**src/common/supply_pkg.sv**
```systemverilog
package supply_pkg;

    localparam int    NUM_CH           = 4;
    localparam int    CLK_PERIOD_NS    = 10;
    // fail-mode input deglitch time in microseconds
    localparam int    FAIL_DGL_US      = 200;
    localparam int    FAIL_DGL_CYCLES  = (FAIL_DGL_US * 1000) / CLK_PERIOD_NS;
    localparam int    CNT_W            = 16;
    localparam logic [CNT_W-1:0] CNT_RESET = 16'h0000;
    // status word bit positions
    localparam int    ST_FAIL_IN_BIT   = 0;
    localparam int    ST_SPI_FAIL_BIT  = 1;
    localparam int    ST_W             = 2;
    // fault vector bit positions
    localparam int    F_OPEN_LOAD      = 0;
    localparam int    F_SHORT_BAT      = 1;
    localparam int    F_SHORT_GND      = 2;
    localparam int    F_OVERCURRENT    = 3;
    localparam int    F_OVERTEMP       = 4;
    localparam int    F_CLOCK_FAIL     = 5;
    localparam int    F_UNDERVOLT      = 6;
    localparam int    F_OVERVOLT       = 7;
    localparam int    FAULT_W          = 8;
    localparam logic [FAULT_W-1:0] FAULT_RESET = 8'h00;

    typedef enum logic [2:0] {
        MODE_SLEEP,
        MODE_NORMAL,
        MODE_FAIL,
        MODE_BAT_LOSS,
        MODE_POWER_OFF
    } mode_t;

endpackage

```
**src/common/pin_sync_if.sv**
```systemverilog
`timescale 1ns/1ns
interface pin_sync_if;
    logic                           reset_n_s;
    logic                           fail_in_s;
    logic [supply_pkg::NUM_CH-1:0]  direct_s;

    modport producer (output reset_n_s, output fail_in_s, output direct_s);
    modport consumer (input reset_n_s, input fail_in_s, input direct_s);
endinterface

```
**src/hdl/pin_sync.sv**
```systemverilog
`timescale 1ns/1ns
module pin_sync (
    // clock and reset
    input  wire logic                          mclk,
    input  wire logic                          srst,
    // raw pins
    input  wire logic                          active_low_reset_pin,
    input  wire logic                          fail_mode_in,
    input  wire logic [supply_pkg::NUM_CH-1:0] direct_channel_inputs,
    // synchronised copies
    pin_sync_if.producer                       sync
);
    localparam int W = supply_pkg::NUM_CH + 2;

    logic [W-1:0] stage1_reg;
    logic [W-1:0] stage2_reg;

    always_ff @(posedge mclk) begin
        if (srst) begin
            stage1_reg <= {W{1'b1}} & {{(W-1){1'b0}}, 1'b1};
            stage2_reg <= {{(W-1){1'b0}}, 1'b1};
        end else begin
            stage1_reg <= {direct_channel_inputs, fail_mode_in, active_low_reset_pin};
            stage2_reg <= stage1_reg;
        end
    end

    assign sync.reset_n_s = stage2_reg[0];
    assign sync.fail_in_s = stage2_reg[1];
    assign sync.direct_s  = stage2_reg[W-1:2];
endmodule // pin_sync

```
**src/hdl/supply_mode_ctrl.sv**
```systemverilog
`timescale 1ns/1ns
module supply_mode_ctrl (
    // clock and reset
    input  wire logic                               mclk,
    input  wire logic                               srst,
    // power state
    input  wire logic                               wake,
    input  wire logic                               wake_by_reset_pin,
    input  wire logic                               bat_ok,
    input  wire logic                               logic_supply_ok,
    input  wire logic                               gnd_ok,
    // host pins
    input  wire logic                               active_low_reset_pin,
    input  wire logic                               fail_mode_in,
    input  wire logic [supply_pkg::NUM_CH-1:0]      direct_channel_inputs,
    output logic                                    clk_pin_out,
    output logic                                    clk_pin_oe,
    // spi side
    input  wire logic                               spi_error,
    input  wire logic [supply_pkg::NUM_CH-1:0]      pwm_channels,
    input  wire logic                               ext_switch_setting,
    input  wire logic [supply_pkg::FAULT_W-1:0]     fault_events,
    output logic [supply_pkg::FAULT_W-1:0]          fault_status,
    output logic [supply_pkg::ST_W-1:0]             device_status,
    output logic                                    readback_enable,
    output logic                                    spi_watchdog_timeout,
    // outputs
    output logic [supply_pkg::NUM_CH-1:0]           power_channel_outputs,
    output logic                                    external_switch_control_output,
    output supply_pkg::mode_t                       mode
);
    pin_sync_if sync ();

    pin_sync i_pin_sync (
        .mclk                  (mclk),
        .srst                  (srst),
        .active_low_reset_pin  (active_low_reset_pin),
        .fail_mode_in          (fail_mode_in),
        .direct_channel_inputs (direct_channel_inputs),
        .sync                  (sync)
    );

    ////////////////////////////////////////////////////////////////////////////
    logic [supply_pkg::CNT_W-1:0] dgl_cnt_reg;
    logic                         fail_req_reg;
    logic                         spi_fail_reg;
    logic                         power_off;
    logic                         bat_loss;
    logic                         vcc_loss;
    logic                         spi_lost;
    logic                         dgl_clear;
    logic                         dgl_done;
    logic                         channels_off;
    logic                         ext_follow;

    assign power_off = (!bat_ok && !logic_supply_ok);
    assign bat_loss  = !bat_ok && logic_supply_ok;
    assign vcc_loss  = bat_ok && !logic_supply_ok;
    // a dead logic supply leaves the spi unusable, same as a comms error
    assign spi_lost  = spi_error || vcc_loss;
    // channels are cut one cycle after battery loss, power off or ground loss, not after logic supply loss alone
    assign channels_off = power_off || bat_loss || !gnd_ok;

    // any low sample of the synced fail input restarts the deglitch window
    assign dgl_clear = srst || power_off || !sync.fail_in_s;
    assign dgl_done  = dgl_cnt_reg >= supply_pkg::CNT_W'(supply_pkg::FAIL_DGL_CYCLES);

    // deglitch counter saturates at the window length
    always_ff @(posedge mclk) begin
        if (dgl_clear) begin
            dgl_cnt_reg <= supply_pkg::CNT_RESET;
        end else if (!dgl_done) begin
            dgl_cnt_reg <= dgl_cnt_reg + 1'b1;
        end
    end

    // deglitched fail request
    always_ff @(posedge mclk) begin
        if (dgl_clear) begin
            fail_req_reg <= 1'b0;
        end else if (dgl_done) begin
            fail_req_reg <= 1'b1;
        end
    end

    // spi failure latched on any spi loss, released once in fail mode with no deglitched fail request
    always_ff @(posedge mclk) begin
        if (srst || power_off) begin
            spi_fail_reg <= 1'b0;
        end else if (spi_lost) begin
            spi_fail_reg <= 1'b1;
        end else if (mode == supply_pkg::MODE_FAIL && !fail_req_reg) begin
            spi_fail_reg <= 1'b0;
        end
    end

    ////////////////////////////////////////////////////////////////////////////
    // mode priority: power off, battery loss, sleep, fail, normal
    always_ff @(posedge mclk) begin
        if (srst) begin
            mode <= supply_pkg::MODE_POWER_OFF;
        end else if (power_off) begin
            mode <= supply_pkg::MODE_POWER_OFF;
        end else if (bat_loss) begin
            mode <= supply_pkg::MODE_BAT_LOSS;
        end else if (!wake) begin
            mode <= supply_pkg::MODE_SLEEP;
        end else if (fail_req_reg || spi_fail_reg || spi_lost) begin
            mode <= supply_pkg::MODE_FAIL;
        end else begin
            mode <= supply_pkg::MODE_NORMAL;
        end
    end

    // channel outputs
    always_ff @(posedge mclk) begin
        if (srst || channels_off) begin
            power_channel_outputs <= '0;
        end else begin
            case (mode)
                supply_pkg::MODE_NORMAL: power_channel_outputs <= pwm_channels;
                supply_pkg::MODE_FAIL:   power_channel_outputs <= sync.direct_s;
                default:                 power_channel_outputs <= '0;
            endcase
        end
    end

    assign ext_follow = bat_loss || mode == supply_pkg::MODE_NORMAL
                        || mode == supply_pkg::MODE_BAT_LOSS;

    // external switch follows its spi setting in normal mode and battery loss
    always_ff @(posedge mclk) begin
        if (srst || power_off || !logic_supply_ok) begin
            external_switch_control_output <= 1'b0;
        end else if (ext_follow) begin
            external_switch_control_output <= ext_switch_setting;
        end else begin
            external_switch_control_output <= 1'b0;
        end
    end

    ////////////////////////////////////////////////////////////////////////////
    // faults kept through battery loss, cleared at power off
    always_ff @(posedge mclk) begin
        if (srst || power_off) begin
            fault_status <= supply_pkg::FAULT_RESET;
        end else begin
            fault_status <= fault_status | fault_events;
        end
    end

    always_ff @(posedge mclk) begin
        if (srst || power_off) begin
            device_status <= '0;
        end else begin
            device_status[supply_pkg::ST_FAIL_IN_BIT]  <= sync.fail_in_s;
            device_status[supply_pkg::ST_SPI_FAIL_BIT] <= spi_fail_reg;
        end
    end

    // readback needs the logic supply
    always_ff @(posedge mclk) begin
        if (srst) begin
            readback_enable <= 1'b0;
        end else begin
            readback_enable <= logic_supply_ok && !power_off;
        end
    end

    // logic supply lost while the battery is ok is seen by the spi side as a watchdog timeout
    always_ff @(posedge mclk) begin
        if (srst) begin
            spi_watchdog_timeout <= 1'b0;
        end else begin
            spi_watchdog_timeout <= vcc_loss;
        end
    end

    ////////////////////////////////////////////////////////////////////////////
    // wake report: reset pin low, awake, not woken by that pin, both supplies up
    function automatic logic wake_report(input logic rst_n_s, input logic awake,
                                         input logic by_pin, input logic vbat,
                                         input logic vlogic);
        return !rst_n_s && awake && !by_pin && vbat && vlogic;
    endfunction

    // level driven onto the clock pin
    always_ff @(posedge mclk) begin
        if (srst) begin
            clk_pin_out <= 1'b0;
        end else begin
            clk_pin_out <= wake_report(sync.reset_n_s, wake, wake_by_reset_pin,
                                       bat_ok, logic_supply_ok);
        end
    end

    // pin stays an input unless the wake state is being reported
    always_ff @(posedge mclk) begin
        if (srst) begin
            clk_pin_oe <= 1'b0;
        end else begin
            clk_pin_oe <= wake_report(sync.reset_n_s, wake, wake_by_reset_pin,
                                      bat_ok, logic_supply_ok);
        end
    end
endmodule // supply_mode_ctrl

```
**config.mk**
```make
export PLATFORM = sky130hd
export DESIGN_NAME = supply_mode_ctrl
export DESIGN_NICKNAME = d
export VERILOG_FILES = /design/src/common/supply_pkg.sv /design/src/common/pin_sync_if.sv /design/src/hdl/pin_sync.sv /design/src/hdl/supply_mode_ctrl.sv
export SDC_FILE = /design/constraint.sdc
export NUM_CORES = 1
export LEC_CHECK = 0
export CORE_MARGIN = 8
export CORE_UTILIZATION = 60
export DETAILED_ROUTE_END_ITERATION = 10
export DONT_BUFFER_PORTS = 1
export PLACE_DENSITY = 0.76
export SYNTH_ARGS = -nofsm -noshare
export SYNTH_HDL_FRONTEND = slang
export SYNTH_SLANG_ARGS = --single-unit
```
**constraint.sdc**
```tcl
create_clock -name mclk -period 4 [get_ports mclk]
set_clock_uncertainty 0.1 [all_clocks]
set_input_delay 0.4 -clock mclk [delete_from_list [all_inputs] [get_ports mclk]]
set_output_delay 0.4 -clock mclk [all_outputs]
set_load 0.01 [all_outputs]
```
==> metrics.yaml <==
outcome: "completed"
post-route-period-util_pct: 56.5
syn_inst: 188
cts_hold_buf: 1
grt_pass1_wl_um: 5850
path_cells: "or4_4, a211o_1, a211oi_1, xnor2_1, nor2_1"
io_pins: 49
cp_slowest_cell: "or4_4"
r2r_setup_slack_ns: 1.74
vias: 1293
cp-startpoint: "dgl_cnt_reg[5]"
yosys.area_share.xor_xnor_pct: 6.14
place_congestion: 0.854
overflow: 0
ys_seq_area_share_pct: 55.1
num-fill-cells: 233
die_width_um: 71.6
utilization_pct: 65.5
min_delay_path_depth: 1
place_area_um2: 1870
finalHoldViolCount: 0
max_cap_viol_count: 0
dieArea_um2: 5130
synth_top_family_by_area: "simple AND/OR/NAND/NOR gates"
avgSynthCellArea_um2: 9.86
largest_reg_flops: 16
finalWirelength_um: 3480
muxShareOfSynthArea_pct: 0
p_leak_nw: 0.719
crit_family: "compound AO/OA/AOI/OAI gates"
ff2ff_path_depth: 5
clockBufferDepth: 2
whs_ns: 0.0222
cp.required_ns: 4.13
cts_setup_buffers: 0
design_area_um2: 1970
p_switching_uw: 197
powerDensity_nw_per_um2: 411
post_cts_resized: 0
nNetsFinal: 223
viasPerCell: 5.67
fmax_ghz: 0.443
grt_max_degree: 19
die_h_um: 71.6
critPathCaptureType: "flop"
cp.arrival_ns: 2.39
clk_pin_slew_ns: 0.16
setup_tns_ns: 0
io_buffers: 0
htreeDepth: 2
synth_edf_count: 0
rr_endpoint: "dgl_cnt_reg[7]"
core-area_um2: 3000
layout_commonest_cell: "dfxtp_1"
worst_slew_pin_slew_ns: 0.582
grt_pass1_vias: 1283
rsz0062_at_grt: "no"
layout_common_cells: "dfxtp_1, nor2_1, nor2b_1"
ys_ff_latch: 51
synthAdderAreaFrac_pct: 1.35
timing.rr.start: "dgl_cnt_reg[5]"
slew_headroom_pct: 61.1
antenna_found_initial: 0
path_class: "reg2reg"
path_buf_inv: 0
clock-root-buffer: "clkbuf_4"
drv_slew: 0
yosys_most_used_dff: "dfxtp_1"
wl_per_cell_um: 15.3
drt_iter0_drc: 88
synth_area_um2: 1850
start_util_pct: 61.7
rows: 20
hold_class: "in2reg"
max_stage_delay_ns: 0.56
cts.sinks: 51
yosysWarnings: 0
cp-start-kind: "flop"
cts_tree: "done"
ant_nets: 0
combPwrFrac_pct: 3.8
cts_made_buffers: 5
hpwl_um: 2580
vdd.ir_drop.worst_v: 0.000300
drive_gt1_share_pct: 9.23
insertedDiodeCount: 0
pwr-share-clk_pct: 29.8
critPathCapture: "dgl_cnt_reg[7]"
synth_cell_type_count: 34
clock_latency_ns: 0.37
fin_crit_ns: 2.26
grt_usage_pct: 14.2
async_reset_ff_share_pct: 0
internal_power_uw: 612
synth_fp_nets: 217
swShare_pct: 24.4
synth_compound_area_share_pct: 11.6
area_delta_synth_final_pct: 6.14
path_depth: 5
drc_errors: 0
power_frac_seq_pct: 66.5
synth-simple-area-share_pct: 23.2
drt-pass1-iter-count: 4
setup_viol: 0
cp_max_fo: 10
[metal layers]
metal | wire length (um) | share of wire, % | GRT usage (%)
met1 | 1470 | 42 | 16.1
met2 | 1560 | 45 | 22.0
met3 | 406 | 12 | 7.39
met4 | 42 | 1.2 | 5.90
met5 | 0 | 0 | 0
[power by group through the flow]
stage	Sequential [mW]	Combinational [mW]	Clock, mW
finish	0.538	0.0306	0.241
global route	0.540	0.0347	0.270
CTS	0.538	0.0281	0.242
detailed placement	0.549	0.0259	0
global placement	0.549	0.0239	0
floorplan	0.546	0.0225	0
[synth_stat cells, types with 2 or more instances]
| cell | instances | area share, % |
|---|---|---|
| a2111oi_4 | 2 | 3.0 |
| a211oi_1 | 4 | 1.6 |
| a21oi_1 | 5 | 1.3 |
| a22oi_1 | 4 | 1.6 |
| and3_1 | 6 | 2.0 |
| clkbuf_1 | 2 | 0.41 |
| dfxtp_1 | 51 | 55 |
| ha_1 | 2 | 1.3 |
| inv_1 | 4 | 0.81 |
| nand2_1 | 9 | 1.8 |
| nand3_1 | 4 | 1.1 |
| nor2_1 | 41 | 8.3 |
| nor2b_1 | 14 | 4.7 |
| o211ai_1 | 3 | 1.2 |
| o21ai_0 | 3 | 0.81 |
| or2_2 | 5 | 1.7 |
| xnor2_1 | 8 | 3.8 |
| xor2_1 | 5 | 2.4 |
[worst min-delay path by stage]
stage          slack, ns                        to                startpoint
3_5_place_dp        0.30  i_pin_sync.stage2_reg[0]  i_pin_sync.stage1_reg[0]
2_1_floorplan       0.27                clk_pin_oe  i_pin_sync.stage2_reg[0]
6_report            0.02  i_pin_sync.stage1_reg[0]                      srst
4_1_cts            0.003                clk_pin_oe         wake_by_reset_pin
5_1_grt            0.001  i_pin_sync.stage1_reg[0]                      srst
3_3_place_gp        0.29  i_pin_sync.stage2_reg[0]  i_pin_sync.stage1_reg[0]
[final cells by class]
cell class              count  area, um^2  area share (%)
clock inverters             3        25.0            1.27
repair buffers              4        40.0            2.03
flip-flops and latches     51        1020            51.9
well taps                  33        41.3            2.10
clock buffers               5        37.5            1.91
inverters                   5        18.8           0.954
multi-input cells         127         785            39.9
[logic make-up (layout without fill, tap and decap cells)]
kind of cell	count (synthesis)	in the layout
buffers and inverters	10	17
AO/OA/AOI/OAI	25	25
flip-flops	51	51
AND/OR/NAND/NOR	87	87
adder cells (fa/ha/maj)	2	2
XOR/XNOR	13	13
[through the flow]
stage / setup slack, ns / instances / power (mW)
after floorplan: 1.95 / 188 / 0.569
after CTS: 1.77 / 225 / 0.809
after detailed placement: 1.79 / 216 / 0.575
final: 1.74 / 228 / 0.809
after global placement: 1.85 / 216 / 0.573
after global routing: 1.66 / 228 / 0.844
No activity file was read; power rests on OpenSTA's default activity.
